## src/verilog/fcq_pkg.sv

```systemverilog
// Constants for the flash command and query host controller.
// Assumes an asynchronous parallel NOR flash with a 16-bit data bus.
`default_nettype none
package fcq_pkg;
    // ========================================================
    // Command codes
    localparam logic [7:0] CMD_READ_ID      = 8'h90;
    localparam logic [7:0] CMD_QUERY        = 8'h98;
    localparam logic [7:0] CMD_READ_ARRAY   = 8'hff;
    localparam logic [7:0] CMD_ECR_SETUP    = 8'h60;
    localparam logic [7:0] CMD_ECR_CONFIRM  = 8'h04;
    localparam logic [7:0] CMD_STS_SETUP    = 8'hb8;
    localparam logic [7:0] CMD_OTP_SETUP    = 8'hc0;
    localparam logic [7:0] CMD_PROG_WORD    = 8'h40;
    localparam logic [7:0] CMD_PROG_ALT     = 8'h10;
    localparam logic [7:0] CMD_BUF_SETUP    = 8'he8;
    localparam logic [7:0] CMD_CONFIRM      = 8'hd0;
    localparam logic [7:0] CMD_ERASE_SETUP  = 8'h20;
    localparam logic [7:0] CMD_CLR_STATUS   = 8'h50;
    localparam logic [7:0] CMD_READ_STATUS  = 8'h70;
    localparam logic [7:0] CMD_SUSPEND      = 8'hb0;
    localparam logic [7:0] CMD_LOCK_CONFIRM = 8'h01;
    // ========================================================
    // Identifier and query offsets (word units)
    localparam logic [7:0] ID_DEVICE_OFS    = 8'h01;
    localparam logic [7:0] ID_LOCK_OFS      = 8'h02;
    localparam logic [7:0] QRY_BASE         = 8'h10;
    localparam logic [7:0] QRY_PRI_OFS      = 8'h13;
    localparam logic [7:0] QRY_EXT_OFS      = 8'h15;
    localparam logic [7:0] QRY_ALT_OFS      = 8'h17;
    localparam logic [7:0] QRY_CH_Q         = 8'h51;
    localparam logic [7:0] QRY_CH_R         = 8'h52;
    localparam logic [7:0] QRY_CH_Y         = 8'h59;
    localparam int         QRY_FIELD_WORDS  = 9;
    // ========================================================
    // Bus timing
    localparam int CLK_NS      = 25;
    localparam int T_CYCLE_NS  = 75;
    localparam int T_CYCLES    = (T_CYCLE_NS + CLK_NS - 1) / CLK_NS;
    // ========================================================
    // Operations requested by the user side
    typedef enum logic [3:0] {
        OP_READ_ARRAY = 4'h0,
        OP_READ_ID    = 4'h1,
        OP_QUERY      = 4'h2,
        OP_ECR        = 4'h3,
        OP_STS_CFG    = 4'h4,
        OP_OTP        = 4'h5,
        OP_PROG       = 4'h6,
        OP_BUF_PROG   = 4'h7,
        OP_ERASE      = 4'h8,
        OP_CLR_STATUS = 4'h9,
        OP_RD_STATUS  = 4'ha,
        OP_SUSPEND    = 4'hb,
        OP_RESUME     = 4'hc,
        OP_LOCK       = 4'hd,
        OP_UNLOCK     = 4'he,
        OP_READ       = 4'hf
    } fcq_op_t;
    typedef enum logic [6:0] {
        ST_IDLE  = 7'h01,
        ST_WR1   = 7'h02,
        ST_GAP   = 7'h04,
        ST_WR2   = 7'h08,
        ST_RD    = 7'h10,
        ST_QRY   = 7'h20,
        ST_DONE  = 7'h40
    } fcq_state_t;
endpackage
`default_nettype wire
```

## src/verilog/fcq_host.sv

```systemverilog
// Host-side sequencer that drives flash command writes and reads.
// Assumes flash pins are synchronous to i_sys_clk and a 16-bit data bus.
`timescale 1ns/1ps
`default_nettype none
module fcq_host #(
    parameter int AW = 24,
    parameter int DW = 16
) (
    input  wire logic          i_sys_clk,
    input  wire logic          i_arst_n,
    input  wire logic          i_byte_mode,
    input  wire logic          i_req_valid,
    input  wire logic [3:0]    i_req_op,
    input  wire logic [AW-1:0] i_req_addr,
    input  wire logic [DW-1:0] i_req_data,
    output logic               o_req_ready,
    output logic               o_rsp_valid,
    output logic [DW-1:0]      o_rsp_data,
    output logic               o_rsp_error,
    output logic               o_qry_valid,
    output logic [15:0]        o_primary_cmdset_code,
    output logic [15:0]        o_extended_table_pointer,
    output logic [15:0]        o_alternate_cmdset_code,
    output logic               o_block_lock_flag,
    output logic [AW-1:0]      o_flash_addr,
    output logic [DW-1:0]      o_flash_dq_out,
    output logic               o_flash_dq_oe,
    input  wire logic [DW-1:0] i_flash_dq_in,
    output logic               o_flash_ce_n,
    output logic               o_flash_oe_n,
    output logic               o_flash_we_n,
    input  wire logic          i_status_pin
);
    // ========================================================
    // Helpers
    function automatic logic [7:0] fcq_cmd(input logic [3:0] op);
        case (op)
            fcq_pkg::OP_READ_ID:    fcq_cmd = fcq_pkg::CMD_READ_ID;
            fcq_pkg::OP_QUERY:      fcq_cmd = fcq_pkg::CMD_QUERY;
            fcq_pkg::OP_ECR:        fcq_cmd = fcq_pkg::CMD_ECR_SETUP;
            fcq_pkg::OP_STS_CFG:    fcq_cmd = fcq_pkg::CMD_STS_SETUP;
            fcq_pkg::OP_OTP:        fcq_cmd = fcq_pkg::CMD_OTP_SETUP;
            fcq_pkg::OP_PROG:       fcq_cmd = fcq_pkg::CMD_PROG_WORD;
            fcq_pkg::OP_BUF_PROG:   fcq_cmd = fcq_pkg::CMD_BUF_SETUP;
            fcq_pkg::OP_ERASE:      fcq_cmd = fcq_pkg::CMD_ERASE_SETUP;
            fcq_pkg::OP_CLR_STATUS: fcq_cmd = fcq_pkg::CMD_CLR_STATUS;
            fcq_pkg::OP_RD_STATUS:  fcq_cmd = fcq_pkg::CMD_READ_STATUS;
            fcq_pkg::OP_SUSPEND:    fcq_cmd = fcq_pkg::CMD_SUSPEND;
            fcq_pkg::OP_RESUME:     fcq_cmd = fcq_pkg::CMD_CONFIRM;
            fcq_pkg::OP_LOCK:       fcq_cmd = fcq_pkg::CMD_ECR_SETUP;
            fcq_pkg::OP_UNLOCK:     fcq_cmd = fcq_pkg::CMD_ECR_SETUP;
            default:                fcq_cmd = fcq_pkg::CMD_READ_ARRAY;
        endcase
    endfunction
    // Second-cycle data; ops without a fixed confirm send the request data
    function automatic logic [DW-1:0] fcq_cfm(input logic [3:0] op,
                                              input logic [DW-1:0] d);
        case (op)
            fcq_pkg::OP_ECR:      fcq_cfm = DW'(fcq_pkg::CMD_ECR_CONFIRM);
            fcq_pkg::OP_BUF_PROG: fcq_cfm = DW'(fcq_pkg::CMD_CONFIRM);
            fcq_pkg::OP_ERASE:    fcq_cfm = DW'(fcq_pkg::CMD_CONFIRM);
            fcq_pkg::OP_LOCK:     fcq_cfm = DW'(fcq_pkg::CMD_LOCK_CONFIRM);
            fcq_pkg::OP_UNLOCK:   fcq_cfm = DW'(fcq_pkg::CMD_CONFIRM);
            default:              fcq_cfm = d;
        endcase
    endfunction
    function automatic logic fcq_two(input logic [3:0] op);
        fcq_two = (op == fcq_pkg::OP_ECR) || (op == fcq_pkg::OP_STS_CFG) ||
                  (op == fcq_pkg::OP_OTP) || (op == fcq_pkg::OP_PROG) ||
                  (op == fcq_pkg::OP_BUF_PROG) ||
                  (op == fcq_pkg::OP_ERASE) ||
                  (op == fcq_pkg::OP_LOCK) || (op == fcq_pkg::OP_UNLOCK);
    endfunction
    // Word offset to pin address; x8 parts shift it up one line, low line held at 0
    function automatic logic [AW-1:0] fcq_addr(input logic [AW-1:0] w,
                                               input logic byte_mode);
        fcq_addr = byte_mode ? {w[AW-2:0], 1'b0} : w;
    endfunction
    // ========================================================
    // State
    fcq_pkg::fcq_state_t state, next_state;
    logic [3:0]    op, next_op;
    logic [AW-1:0] addr, next_addr;
    logic [DW-1:0] data, next_data;
    logic [3:0]    tcnt, next_tcnt;
    logic [3:0]    qidx, next_qidx;
    logic [7:0]    qbuf [0:fcq_pkg::QRY_FIELD_WORDS-1];
    logic [7:0]    next_qbyte;
    logic          qwe;
    logic          rsp_v, next_rsp_v;
    logic [DW-1:0] rsp_d, next_rsp_d;
    logic          rsp_e, next_rsp_e;
    logic          qv, next_qv;
    logic          lockf, next_lockf;
    logic          t_done;

    assign t_done = (tcnt == 4'(fcq_pkg::T_CYCLES - 1));
    // ========================================================
    // Sequencer
    always_comb
    begin
        next_state = state;
        next_op    = op;
        next_addr  = addr;
        next_data  = data;
        next_tcnt  = (state == fcq_pkg::ST_IDLE) ? 4'h0 : tcnt + 4'h1;
        next_qidx  = qidx;
        next_rsp_v = 1'b0;
        next_rsp_d = rsp_d;
        next_rsp_e = 1'b0;
        next_qv    = qv;
        next_lockf = lockf;
        next_qbyte = i_flash_dq_in[7:0];
        qwe        = 1'b0;
        case (state)
            fcq_pkg::ST_IDLE:
                if (i_req_valid)
                begin
                    next_op   = i_req_op;
                    next_addr = i_req_addr;
                    next_data = i_req_data;
                    next_tcnt = 4'h0;
                    if (i_req_op == fcq_pkg::OP_READ)
                        next_state = fcq_pkg::ST_RD;
                    else
                        next_state = fcq_pkg::ST_WR1;
                    if (i_req_op == fcq_pkg::OP_QUERY)
                    begin
                        next_qidx = 4'h0;
                        next_qv   = 1'b0;
                    end
                end
            fcq_pkg::ST_WR1:
                if (t_done)
                begin
                    next_tcnt = 4'h0;
                    if (fcq_two(op))
                        next_state = fcq_pkg::ST_GAP;
                    else if (op == fcq_pkg::OP_QUERY)
                        next_state = fcq_pkg::ST_QRY;
                    else if (op == fcq_pkg::OP_READ_ID)
                    begin
                        // Lock probe when an address is given, else code
                        next_addr = (addr == '0) ?
                            AW'(fcq_pkg::ID_DEVICE_OFS) :
                            addr + AW'(fcq_pkg::ID_LOCK_OFS);
                        next_state = fcq_pkg::ST_RD;
                    end
                    else
                        next_state = fcq_pkg::ST_DONE;
                end
            fcq_pkg::ST_GAP:
                if (t_done)
                begin
                    next_tcnt  = 4'h0;
                    next_state = fcq_pkg::ST_WR2;
                end
            fcq_pkg::ST_WR2:
                if (t_done)
                    next_state = fcq_pkg::ST_DONE;
            fcq_pkg::ST_RD:
                if (t_done)
                begin
                    next_rsp_v = 1'b1;
                    next_rsp_d = i_flash_dq_in;
                    if (op == fcq_pkg::OP_READ_ID &&
                        addr != AW'(fcq_pkg::ID_DEVICE_OFS))
                        next_lockf = i_flash_dq_in[0];
                    next_state = fcq_pkg::ST_IDLE;
                end
            fcq_pkg::ST_QRY:
                if (t_done)
                begin
                    next_tcnt = 4'h0;
                    qwe       = 1'b1;
                    // Upper byte must read zero on every location in x16
                    if (!i_byte_mode && i_flash_dq_in[DW-1:8] != '0)
                        next_rsp_e = 1'b1;
                    if (qidx == 4'h0 && next_qbyte != fcq_pkg::QRY_CH_Q)
                        next_rsp_e = 1'b1;
                    if (qidx == 4'h1 && next_qbyte != fcq_pkg::QRY_CH_R)
                        next_rsp_e = 1'b1;
                    if (qidx == 4'h2 && next_qbyte != fcq_pkg::QRY_CH_Y)
                        next_rsp_e = 1'b1;
                    if (qidx == 4'(fcq_pkg::QRY_FIELD_WORDS - 1))
                    begin
                        next_qv    = 1'b1;
                        next_rsp_v = 1'b1;
                        next_state = fcq_pkg::ST_IDLE;
                    end
                    else
                        next_qidx = qidx + 4'h1;
                end
            fcq_pkg::ST_DONE:
            begin
                next_rsp_v = 1'b1;
                next_state = fcq_pkg::ST_IDLE;
            end
            default:
                next_state = fcq_pkg::ST_IDLE;
        endcase
    end

    always_ff @(posedge i_sys_clk or negedge i_arst_n)
    begin
        if (!i_arst_n)
        begin
            state       <= fcq_pkg::ST_IDLE;
            op          <= 4'h0;
            addr        <= '0;
            data        <= '0;
            tcnt        <= 4'h0;
            qidx        <= 4'h0;
            rsp_v       <= 1'b0;
            rsp_d       <= '0;
            rsp_e       <= 1'b0;
            qv          <= 1'b0;
            lockf       <= 1'b0;
        end
        else
        begin
            state       <= next_state;
            op          <= next_op;
            addr        <= next_addr;
            data        <= next_data;
            tcnt        <= next_tcnt;
            qidx        <= next_qidx;
            rsp_v       <= next_rsp_v;
            rsp_d       <= next_rsp_d;
            rsp_e       <= next_rsp_e;
            qv          <= next_qv;
            lockf       <= next_lockf;
        end
    end

    // Query bytes held without reset; qv marks them valid
    always_ff @(posedge i_sys_clk)
    begin
        if (qwe)
            qbuf[qidx] <= next_qbyte;
    end
    // ========================================================
    // Pins
    always_comb
    begin
        o_flash_ce_n   = (state == fcq_pkg::ST_IDLE) ||
                         (state == fcq_pkg::ST_GAP) ||
                         (state == fcq_pkg::ST_DONE);
        o_flash_we_n   = !((state == fcq_pkg::ST_WR1) ||
                           (state == fcq_pkg::ST_WR2)) || t_done;
        o_flash_oe_n   = !((state == fcq_pkg::ST_RD) ||
                           (state == fcq_pkg::ST_QRY));
        o_flash_dq_oe  = (state == fcq_pkg::ST_WR1) ||
                         (state == fcq_pkg::ST_WR2);
        o_flash_dq_out = (state == fcq_pkg::ST_WR2) ?
                         fcq_cfm(op, data) :
                         DW'(fcq_cmd(op));
        if (state == fcq_pkg::ST_QRY)
            o_flash_addr = fcq_addr(AW'(fcq_pkg::QRY_BASE) + AW'(qidx),
                                    i_byte_mode);
        else
            o_flash_addr = addr;
    end

    assign o_req_ready = (state == fcq_pkg::ST_IDLE);
    assign o_rsp_valid = rsp_v;
    assign o_rsp_data  = rsp_d;
    assign o_rsp_error = rsp_e;
    assign o_qry_valid = qv;
    assign o_block_lock_flag = lockf;
    // Little-endian pairs at rising offsets
    assign o_primary_cmdset_code    = {qbuf[4], qbuf[3]};
    assign o_extended_table_pointer = {qbuf[6], qbuf[5]};
    assign o_alternate_cmdset_code  = {qbuf[8], qbuf[7]};
endmodule // fcq_host
`default_nettype wire

```

## config.mk

```make
export PLATFORM = sky130hd
export DESIGN_NAME = fcq_host
export DESIGN_NICKNAME = d
export VERILOG_FILES = /design/src/verilog/fcq_pkg.sv /design/src/verilog/fcq_host.sv
export SDC_FILE = /design/constraint.sdc
export NUM_CORES = 1
export LEC_CHECK = 0
export ABC_AREA = 0
export BUFFER_PORTS_ARGS = -buffer_cell sky130_fd_sc_hd__buf_2
export CORE_MARGIN = 2
export CORE_UTILIZATION = 53
export DETAILED_ROUTE_END_ITERATION = 10
export PLACE_DENSITY = 0.91
export SLEW_MARGIN = 20
export SYNTH_ARGS = -nofsm -noshare
export SYNTH_HDL_FRONTEND = slang
export SYNTH_SLANG_ARGS = --single-unit
```

## constraint.sdc

```tcl
create_clock -name i_sys_clk -period 3.28 [get_ports i_sys_clk]
set_input_delay 0.656 -clock i_sys_clk [delete_from_list [all_inputs] [get_ports i_sys_clk]]
set_output_delay 0.656 -clock i_sys_clk [all_outputs]
set_load 0.01 [all_outputs]
```

* Word-level counts from Yosys, hierarchy flattened
Memory sizes are Yosys's and may differ from the RTL's. Index checks and enable logic that the tools add are counted.
Word-level totals: register bits 79, RAM bits 72, bits in read-only memories 128, input port bits 65, output and inout port bits 113, logic and storage cells 140, memories 2
Cells by class: add/subtract/negate cells 4, equality and inequality tests 39, muxes and demuxes 50, reductions and logical operators 34
Memory list:
- (no name shown) | words 16, bits a word 8, rd ports 1, clocked after Yosys merged registers in 0, wr ports 0, line fcq_host.sv:37 | case (op)
- qbuf | words 9, bits a word 8, rd ports 6, clocked after Yosys merged registers in 0, wr ports 1, line fcq_host.sv:87 | logic [7:0] qbuf [0:fcq_pkg::QRY_FIELD_WORDS-1];
Operators by type and width (count):
- 24-bit two-way mux | 7
- 7-bit two-way mux | 11
- 16-bit one-hot mux with 3 select lines | 1
- 24-bit one-hot mux with 2 select lines | 1
- 7-bit one-hot mux with 6 select lines | 1
- 4-bit two-way mux | 7
- 24-bit by 2-bit adder with 24-bit output (second input constant) | 1
- 24-bit logical NOT | 1
- 24-bit by 1-bit inequality test with 1-bit output (second input constant) | 1
- 8-bit by 7-bit inequality test with 1-bit output (second input constant) | 3
- 2-bit inequality test (second input constant) | 11
- 4-bit by 2-bit == test with 1-bit output (second input constant) | 5
- 4-bit == test (second input constant) | 5
- 4-bit by 3-bit == test with 1-bit output (second input constant) | 4
- 1-bit two-way mux | 16
- 16-bit two-way mux | 1
- 4-bit one-hot mux with 2 select lines | 2
- 1-bit logical OR | 12
- 5-bit AND reduction | 2
- 4-bit by 1-bit adder with 4-bit output (second input constant) | 2
- 4-bit by 1-bit == test with 1-bit output (second input constant) | 2
- 8-bit nonzero test | 1
- 7-bit by 1-bit == test with 1-bit output (second input constant) | 1
- 7-bit by 2-bit == test with 1-bit output (second input constant) | 1
- 19 further kinds | 28

* Longest topological paths before layout
Gate-level depths: netlist of run 1.
word-level depth 11, depth in mapped cells 8, mapped depth without buffers 7

* Worst setup path after synthesis of run 1
OpenSTA, ideal clock, no wires.
path type flip-flop to output port, from register op[0], to output o_flash_dq_out[4], data arrival time 1.950 ns, required time 2.624 ns, setup slack 0.674 ns, cell stages (with the launch flop) 8, cells stage by stage dfrtp_1 -> inv_1 -> ha_1 -> mux2i_1 -> o21ai_1 -> a211oi_1 -> a21oi_1 -> o21ai_0
Between the ends: longest elaborated chain between the ends 4
Ends and longest elaborated chain:
- start: declaration | line fcq_host.sv:82 | logic [3:0] op, next_op;
- start signal: assignment | line fcq_host.sv:223 | op <= next_op;
- 4-bit by 3-bit == test with 1-bit output / 4-bit == test (equally long branches) | line fcq_host.sv:58 | case (op)
- 3-bit OR reduction (no line)
- 16-bit one-hot mux with 3 select lines | line fcq_host.sv:58
- 16-bit two-way mux * | line fcq_host.sv:255 | o_flash_dq_out = (state == fcq_pkg::ST_WR2) ?
- end: declaration | line fcq_host.sv:26 | output logic [DW-1:0] o_flash_dq_out,
Every way passes the cells marked *; elsewhere a longest branch is shown, timed or not.

* Worst setup path after layout of run 1
from register op[0], to output o_flash_dq_out[6]
Same word-level chain as after synthesis.

==> results of run 1 <==
[flip-flops by register name (all words and copies together), names as in the netlist]
name	flops
data	16
addr	24
qbuf	48
o_qry_valid	1
qidx	4
o_block_lock_flag	1
state	7
o_rsp_valid	1
op	4
o_rsp_error	1
o_rsp_data	16
tcnt	4
[through the flow]
step	instance area (sq um)	setup WS (ps)	hold slack, ps
after floorplan	6490	674	360
after global placement	7500	508	466
after detailed placement	7500	448	486
after CTS	8140	38.2	467
after global routing	8160	10.7	341
final	8160	161	281
[area by class of cell]
cell class	instances	area (sq um)
fill	844	3800
clock inverter	13	188
timing repair buffer	191	1000
sequential	127	3420
inverter	23	86.3
clock buffer	19	443
multi-input combinational	393	2840
tap	147	184
[synth_stat cells (3+ instances only)]
master	number	area [sq um]
nand2_1	35	131
and3_1	9	56.3
o2bb2ai_1	8	70.1
nor4_1	11	68.8
o41ai_1	4	35.0
nand3b_1	4	30.0
and2_1	23	144
ha_1	14	175
dfrtp_1	78	1950
edfxtp_1	48	1440
mux2i_1	7	70.1
o22ai_1	5	31.3
o31ai_1	4	30.0
mux2_2	41	462
buf_4	3	22.5
clkbuf_1	15	56.3
xor2_1	3	26.3
a31oi_1	3	18.8
a32oi_1	10	87.6
buf_2	10	50.1
nor2b_1	6	37.5
nor2_1	32	120
a211oi_1	5	37.5
nor3_1	13	65.1
o211a_1	4	40.0
a32o_1	6	60.1
nand2b_1	6	37.5
nand3_1	14	70.1
a22o_1	10	87.6
nand4_1	5	31.3
inv_1	23	86.3
o21ai_0	23	115
o211ai_1	21	158
a21oi_1	30	150
[logic make-up after synthesis]
kind of cell | share of synthesized area (%)
flip-flops | 52.7
AO/OA/AOI/OAI | 16.4
XOR/XNOR | 0.675
adder cells (fa/ha/maj) | 2.70
AND/OR/NAND/NOR | 15.6
multiplexers | 8.19
buffers and inverters | 3.78
[report_power, final]
part	internal [mW]	switching, mW	total, mW
clock network	1.30	0.705	2.00
registers	2.07	0.506	2.57
logic	1.25	1.65	2.89
[what timing repair did]
item,CTS,global route
hold buffers,0,0
pin swaps,0,1
buffers inserted,0,1
gates resized for setup,1,2
endpoints found under the hold margin,0,0
setup endpoints to repair,2,15
[worst paths after layout]
| path | startpoint | cells after the start | end |
|---|---|---|---|
| worst max register to register | op[1] | 7 | addr[3] |
| max in group asynchronous | i_arst_n | 1 | data[7] |
| worst min-delay path | i_arst_n | 1 | o_rsp_data[1] |
| worst min register to register | tcnt[0] | 1 | tcnt[0] |
| worst max-delay path | op[0] | 9 | o_flash_dq_out[6] |
| min in group i_sys_clk | i_req_data[1] | 2 | data[1] |
[critical path, stage by stage (launching register included)]
cell and delay, ps:
dfrtp_1 420, inv_1 150, ha_1 320, mux2i_2 130, o21ai_2 320, a211oi_2 90, buf_4 180, a211oi_1 230
a31oi_1 70, buf_2 150
[metal layers]
metal / track usage [%] / part of all wire (%) / vias to the layer above
met4: 9.92 / 3.0 / 0
li1: - / - / 2546
met3: 6.03 / 8.4 / 44
met2: 41.6 / 49 / 330
met1: 31.9 / 40 / 2641
met5: 0 / 0 / -
==> flow_summary.yaml, run 1 <==
run_status:
  status: "complete, no violations"
worst_setup_path:
  crit_fanout: 6
  crit_required_ps: 2620
  path_class: "reg -> out"
  cp-start-kind: "flop"
  end_kind: "output port"
  r2r_slack_ps: 580
  critPathArrivalTime_ps: 2460
logic_synthesis:
  ys_types: 64
  synth-async-reset-ratio_pct: 62.2
  synthesis.area_sq_mm: 0.00649
  synthFlopType: "dfrtp_1"
  syn_nets: 654
  synth_seq_cells: 127
  synthCells: 575
  ys_seq_area_share_pct: 52.7
  post_synth.cell_area_avg_sq_um: 11.3
  synth_edf_count: 48
  yosys_warnings: 0
run:
  cap_viol_max_count: 0
power:
  irDropWorstVdd_v: 0.000439
  total_power_mw: 7.46
  leakage_nw: 3.60
  power_density_mw_per_mm2: 915
timing:
  max_freq_mhz: 321
  worst_pin_slew_ps: 751
  relSlewSlack_pct: 49.9
  period_minus_slack_ps: 3120
  fin_tns_setup_ps: 0
  setup_viol_count_final: 0
  hold_viol_final: 0
  rsz0062_at_grt: "no"
  slew_viol_final: 0
  min_period_over_period_pct: 95.1
  skew_ps: 9.97
die:
  start_util_pct: 54.3
  ios: 178
  core_sq_mm: 0.0120
  row_count: 40
  dieHeight_microns: 115
  die_area_sq_mm: 0.0131
  die_w_microns: 115
routing:
  totalWireLength_mm: 16.8
  ant_nets: 0
  drc_errors: 0
  drt-initial-drc-count: 622
  drtPass1Iterations: 6
  via_per_inst: 6.09
  vias: 5561
  routedWlPerCell_microns: 18.4
placed_design:
  place_hpwl_mm: 11.5
  routabilityCongestion: 0.888
  dp_cells: 880
  io_buffer_count: 176
clock_network:
  clk_pin_slew_ps: 60
  cts_sinks: 127
  ctsHtreeMaxLevel: 4
  cts-root-buf: "clkbuf_16"
  cts_buffers: 17
  clock_path_buffers: 2
  insertion_delay_ps: 410
  cts_tree: "built"
min_path:
  hp-class: "in -> async"
global_routing:
  grt_pass1_vias: 5219
  grt_usage_pct: 25.1
  gr-total-overflow: 0
  grt_max_degree: 80
  grt_antenna_before_repair: 0
  grt_pass1_wl_mm: 25.8
finish:
  final_common_cell: "buf_2"
  drive_above_1_share_pct: 36.7
  fin_nets: 832
  antenna_cells: 0
  layout_common_cells: "buf_2, dfrtp_1, edfxtp_1"
  final_cells: 913
  final_util_pct: 68.2
  syn_to_final_growth_pct: 25.7
Note: power is estimated with default switching activity, not from simulation.
==> run 2: changes to the inputs <==
Settings changed: ABC_AREA 0 to 1, CORE_UTILIZATION 53 to 54.
==> run 2 against run 1 <==
  * Clock power fell by 4%
  * Final area grew 4.1%
  * Maximum frequency increased by 4.5%
  * Cell count is 35% higher
  * Combinational power is 16% higher
  * Total power grew 3.1%
  * Sequential share of layout area fell by 1.6 points
  * Sequential power fell by 6%
  * Largest cell class unchanged
  * Largest power group unchanged
==> flow_summary.yaml, run 2 <==
logic_synthesis:
  synth_seq_cells: 127
  synth-async-reset-ratio_pct: 62.2
  post-synth-top-count-cell: "nand2_1"
  synthesis.area_sq_mm: 0.00685
  synthCells: 867
  syn_nets: 946
  ys_types: 40
  synth_top_area_share_pct: 28.5
  synthFlopType: "dfrtp_1"
  ys_top_cells_by_area: "dfrtp_1, edfxtp_1, nand2_1, nor2_1, inv_1"
  synth_top_area_cell: "dfrtp_1"
  synthTopCellsByCount: "nand2_1, nor2_1, inv_1"
  ys_seq_area_share_pct: 49.9
  post_synth.cell_area_avg_sq_um: 7.91
  yosys_warnings: 0
  synth_edf_count: 48
finish:
  layout_common_cells: "nand2_1, buf_2, nor2_1"
  fin_nets: 1127
  num-fill-cells: 1029
  final_common_cell: "nand2_1"
  final_util_pct: 67.8
  antenna_cells: 0
  reg_top3: "qbuf x48, addr x24"
  largest_register_ffs: 48
  syn_to_final_growth_pct: 23.9
  drive_above_1_share_pct: 26.3
  regMostFlops: "qbuf"
timing:
  max_freq_mhz: 335
  skew_ps: 9.95
  slew_viol_final: 0
  worst_pin_slew_ps: 829
  hold_viol_final: 0
  setup_viol_count_final: 0
  fin_tns_setup_ps: 0
  relSlewSlack_pct: 44.7
  rsz0062_at_grt: "no"
  period_minus_slack_ps: 2980
  timing.final.ws_setup_ps: 295
  min_period_over_period_pct: 91.0
routing:
  totalWireLength_mm: 17.5
  drc_errors: 0
  ant_nets: 0
  vias: 6430
  routedWlPerCell_microns: 14.2
  drt-initial-drc-count: 544
  drtPass1Iterations: 5
  via_per_inst: 5.22
clock_network:
  cts-root-buf: "clkbuf_16"
  cts_buffers: 17
  ctsHtreeMaxLevel: 4
  clk_pin_slew_ps: 60
  post_cts_buffers: 0
  clock_path_buffers: 2
  hold_buffers: 0
  insertion_delay_ps: 410
  cts_sinks: 127
  cts_tree: "built"
  cts_resized: 0
worst_setup_path:
  cp-start-kind: "flop"
  slowest_stage: "inv_1"
  reg2reg_from: "tcnt[0]"
  r2r_slack_ps: 980
  worstPathCellList: "inv_2 -> nand2_2 -> nor2_8 -> nand4_2 -> inv_1 -> nand2_1 -> o21ai_0 -> buf_2"
  worst-path-stages: 8
  critPathBufInv: 3
  path_class: "reg -> out"
  end_kind: "output port"
  crit_path_start: "state[4]"
  r2r_end: "addr[4]"
  crit_required_ps: 2620
  critPathCapture: "o_flash_dq_out[1]"
  slowest_delay_ps: 480
  crit_fanout: 16
  critPathArrivalTime_ps: 2330
  reg2reg_depth: 9
  crit_family: "buffers and inverters"
die:
  die_w_microns: 117
  die_area_sq_mm: 0.0136
  row_count: 41
  core_sq_mm: 0.0125
  start_util_pct: 54.8
  ios: 178
  dieHeight_microns: 117
power:
  leakage_nw: 4.24
  irDropWorstVdd_v: 0.000447
  power_frac_comb_pct: 43.7
  seq_power_share_pct: 31.3
  p_sw_mw: 3.27
  power_density_mw_per_mm2: 906
  intPower_mw: 4.43
  swShare_pct: 42.5
  clock_power_share_pct: 25.0
placed_design:
  routabilityCongestion: 0.939
  pre_cts_ws_ps: 701
  io_buffer_count: 176
  place_hpwl_mm: 12.8
global_routing:
  grt_pass1_vias: 5822
  grt_pass1_wl_mm: 27.5
  grt_usage_pct: 26.1
  grt_max_degree: 80
  gr-total-overflow: 0
  grt_antenna_before_repair: 0
min_path:
  hp-class: "in -> async"
run:
  cap_viol_max_count: 0
run_status:
  status: "complete, no violations"
-- run 2: cell count changes after synthesis, moves of 14 or more --
cell      change
nand2_1     +218
nor2_1       +91
inv_1        +62
mux2_2       -41
nand3_1      +36
o21ai_0      +29
a21oi_1      -24
inv_2        +24
and2_1       -22
o211ai_1     -16
nand2_2      +14
o21ai_1      +14
-- run 2: power groups by stage --
| stage | Combinational [mW] | Clock [mW] | Sequential, mW |
|---|---|---|---|
| CTS | 3.36 | 1.95 | 2.40 |
| global route | 3.81 | 2.01 | 2.45 |
| finish | 3.36 | 1.92 | 2.41 |
| floorplan | 2.61 | 0 | 2.32 |
| detailed placement | 3.34 | 0 | 2.42 |
| global placement | 3.23 | 0 | 2.40 |
-- run 2: worst min-delay path by stage --
stage,start,end,slack (ps)
6_report,i_arst_n,data[9],280
5_1_grt,i_arst_n,data[11],350
3_5_place_dp,data[2],data[2],450
2_1_floorplan,i_arst_n,addr[0],360
3_3_place_gp,data[14],data[14],450
4_1_cts,i_req_data[3],data[3],430
-- run 2: cells by family (layout without fill, tap and decap cells) --
kind of cell,Yosys count,in the layout,share of synthesized area [%]
buffers and inverters,133,326,8.05
AND/OR/NAND/NOR,496,496,31.4
flip-flops,127,127,49.9
AO/OA/AOI/OAI,92,92,7.47
XOR/XNOR,5,5,0.639
adder cells (fa/ha/maj),14,14,2.56
-- run 2: layout make-up --
class	instances	area (sq um)	area share [%]
Inverter	109	409	4.82
Sequential cell	127	3420	40.3
Clock inverter	12	169	1.99
Timing Repair Buffer	186	962	11.3
Clock buffer	19	433	5.10
Tap cell	172	215	2.53
Multi-Input combinational cell	607	2880	34.0
-- run 2: worst reg2reg max path: cells and delay by family (launching register included) --
family / cells / cell delay [ps]
AO/OA/AOI/OAI: 1 / 330
adder cells (fa/ha/maj): 1 / 130
AND/OR/NAND/NOR: 5 / 1170
buffers and inverters: 2 / 130
flip-flops: 1 / 410
-- run 2: per-stage QoR --
| step | total power [mW] | cell area [sq um] | hold WS (ps) | cells |
|---|---|---|---|---|
| after floorplan | 4.92 | 6850 | 360 | 867 |
| after global placement | 5.63 | 7890 | 454 | 1201 |
| after detailed placement | 5.76 | 7890 | 453 | 1201 |
| after CTS | 7.70 | 8490 | 434 | 1232 |
| after global routing | 8.27 | 8490 | 350 | 1232 |
| final | 7.70 | 8490 | 283 | 1232 |
-- run 2: routing by layer --
| layer | track usage (%) | wire [microns] |
|---|---|---|
| met2 | 43.8 | 8460 |
| met4 | 9.80 | 335 |
| met1 | 33.0 | 7320 |
| met5 | 0 | 0 |
| met3 | 6.12 | 1360 |
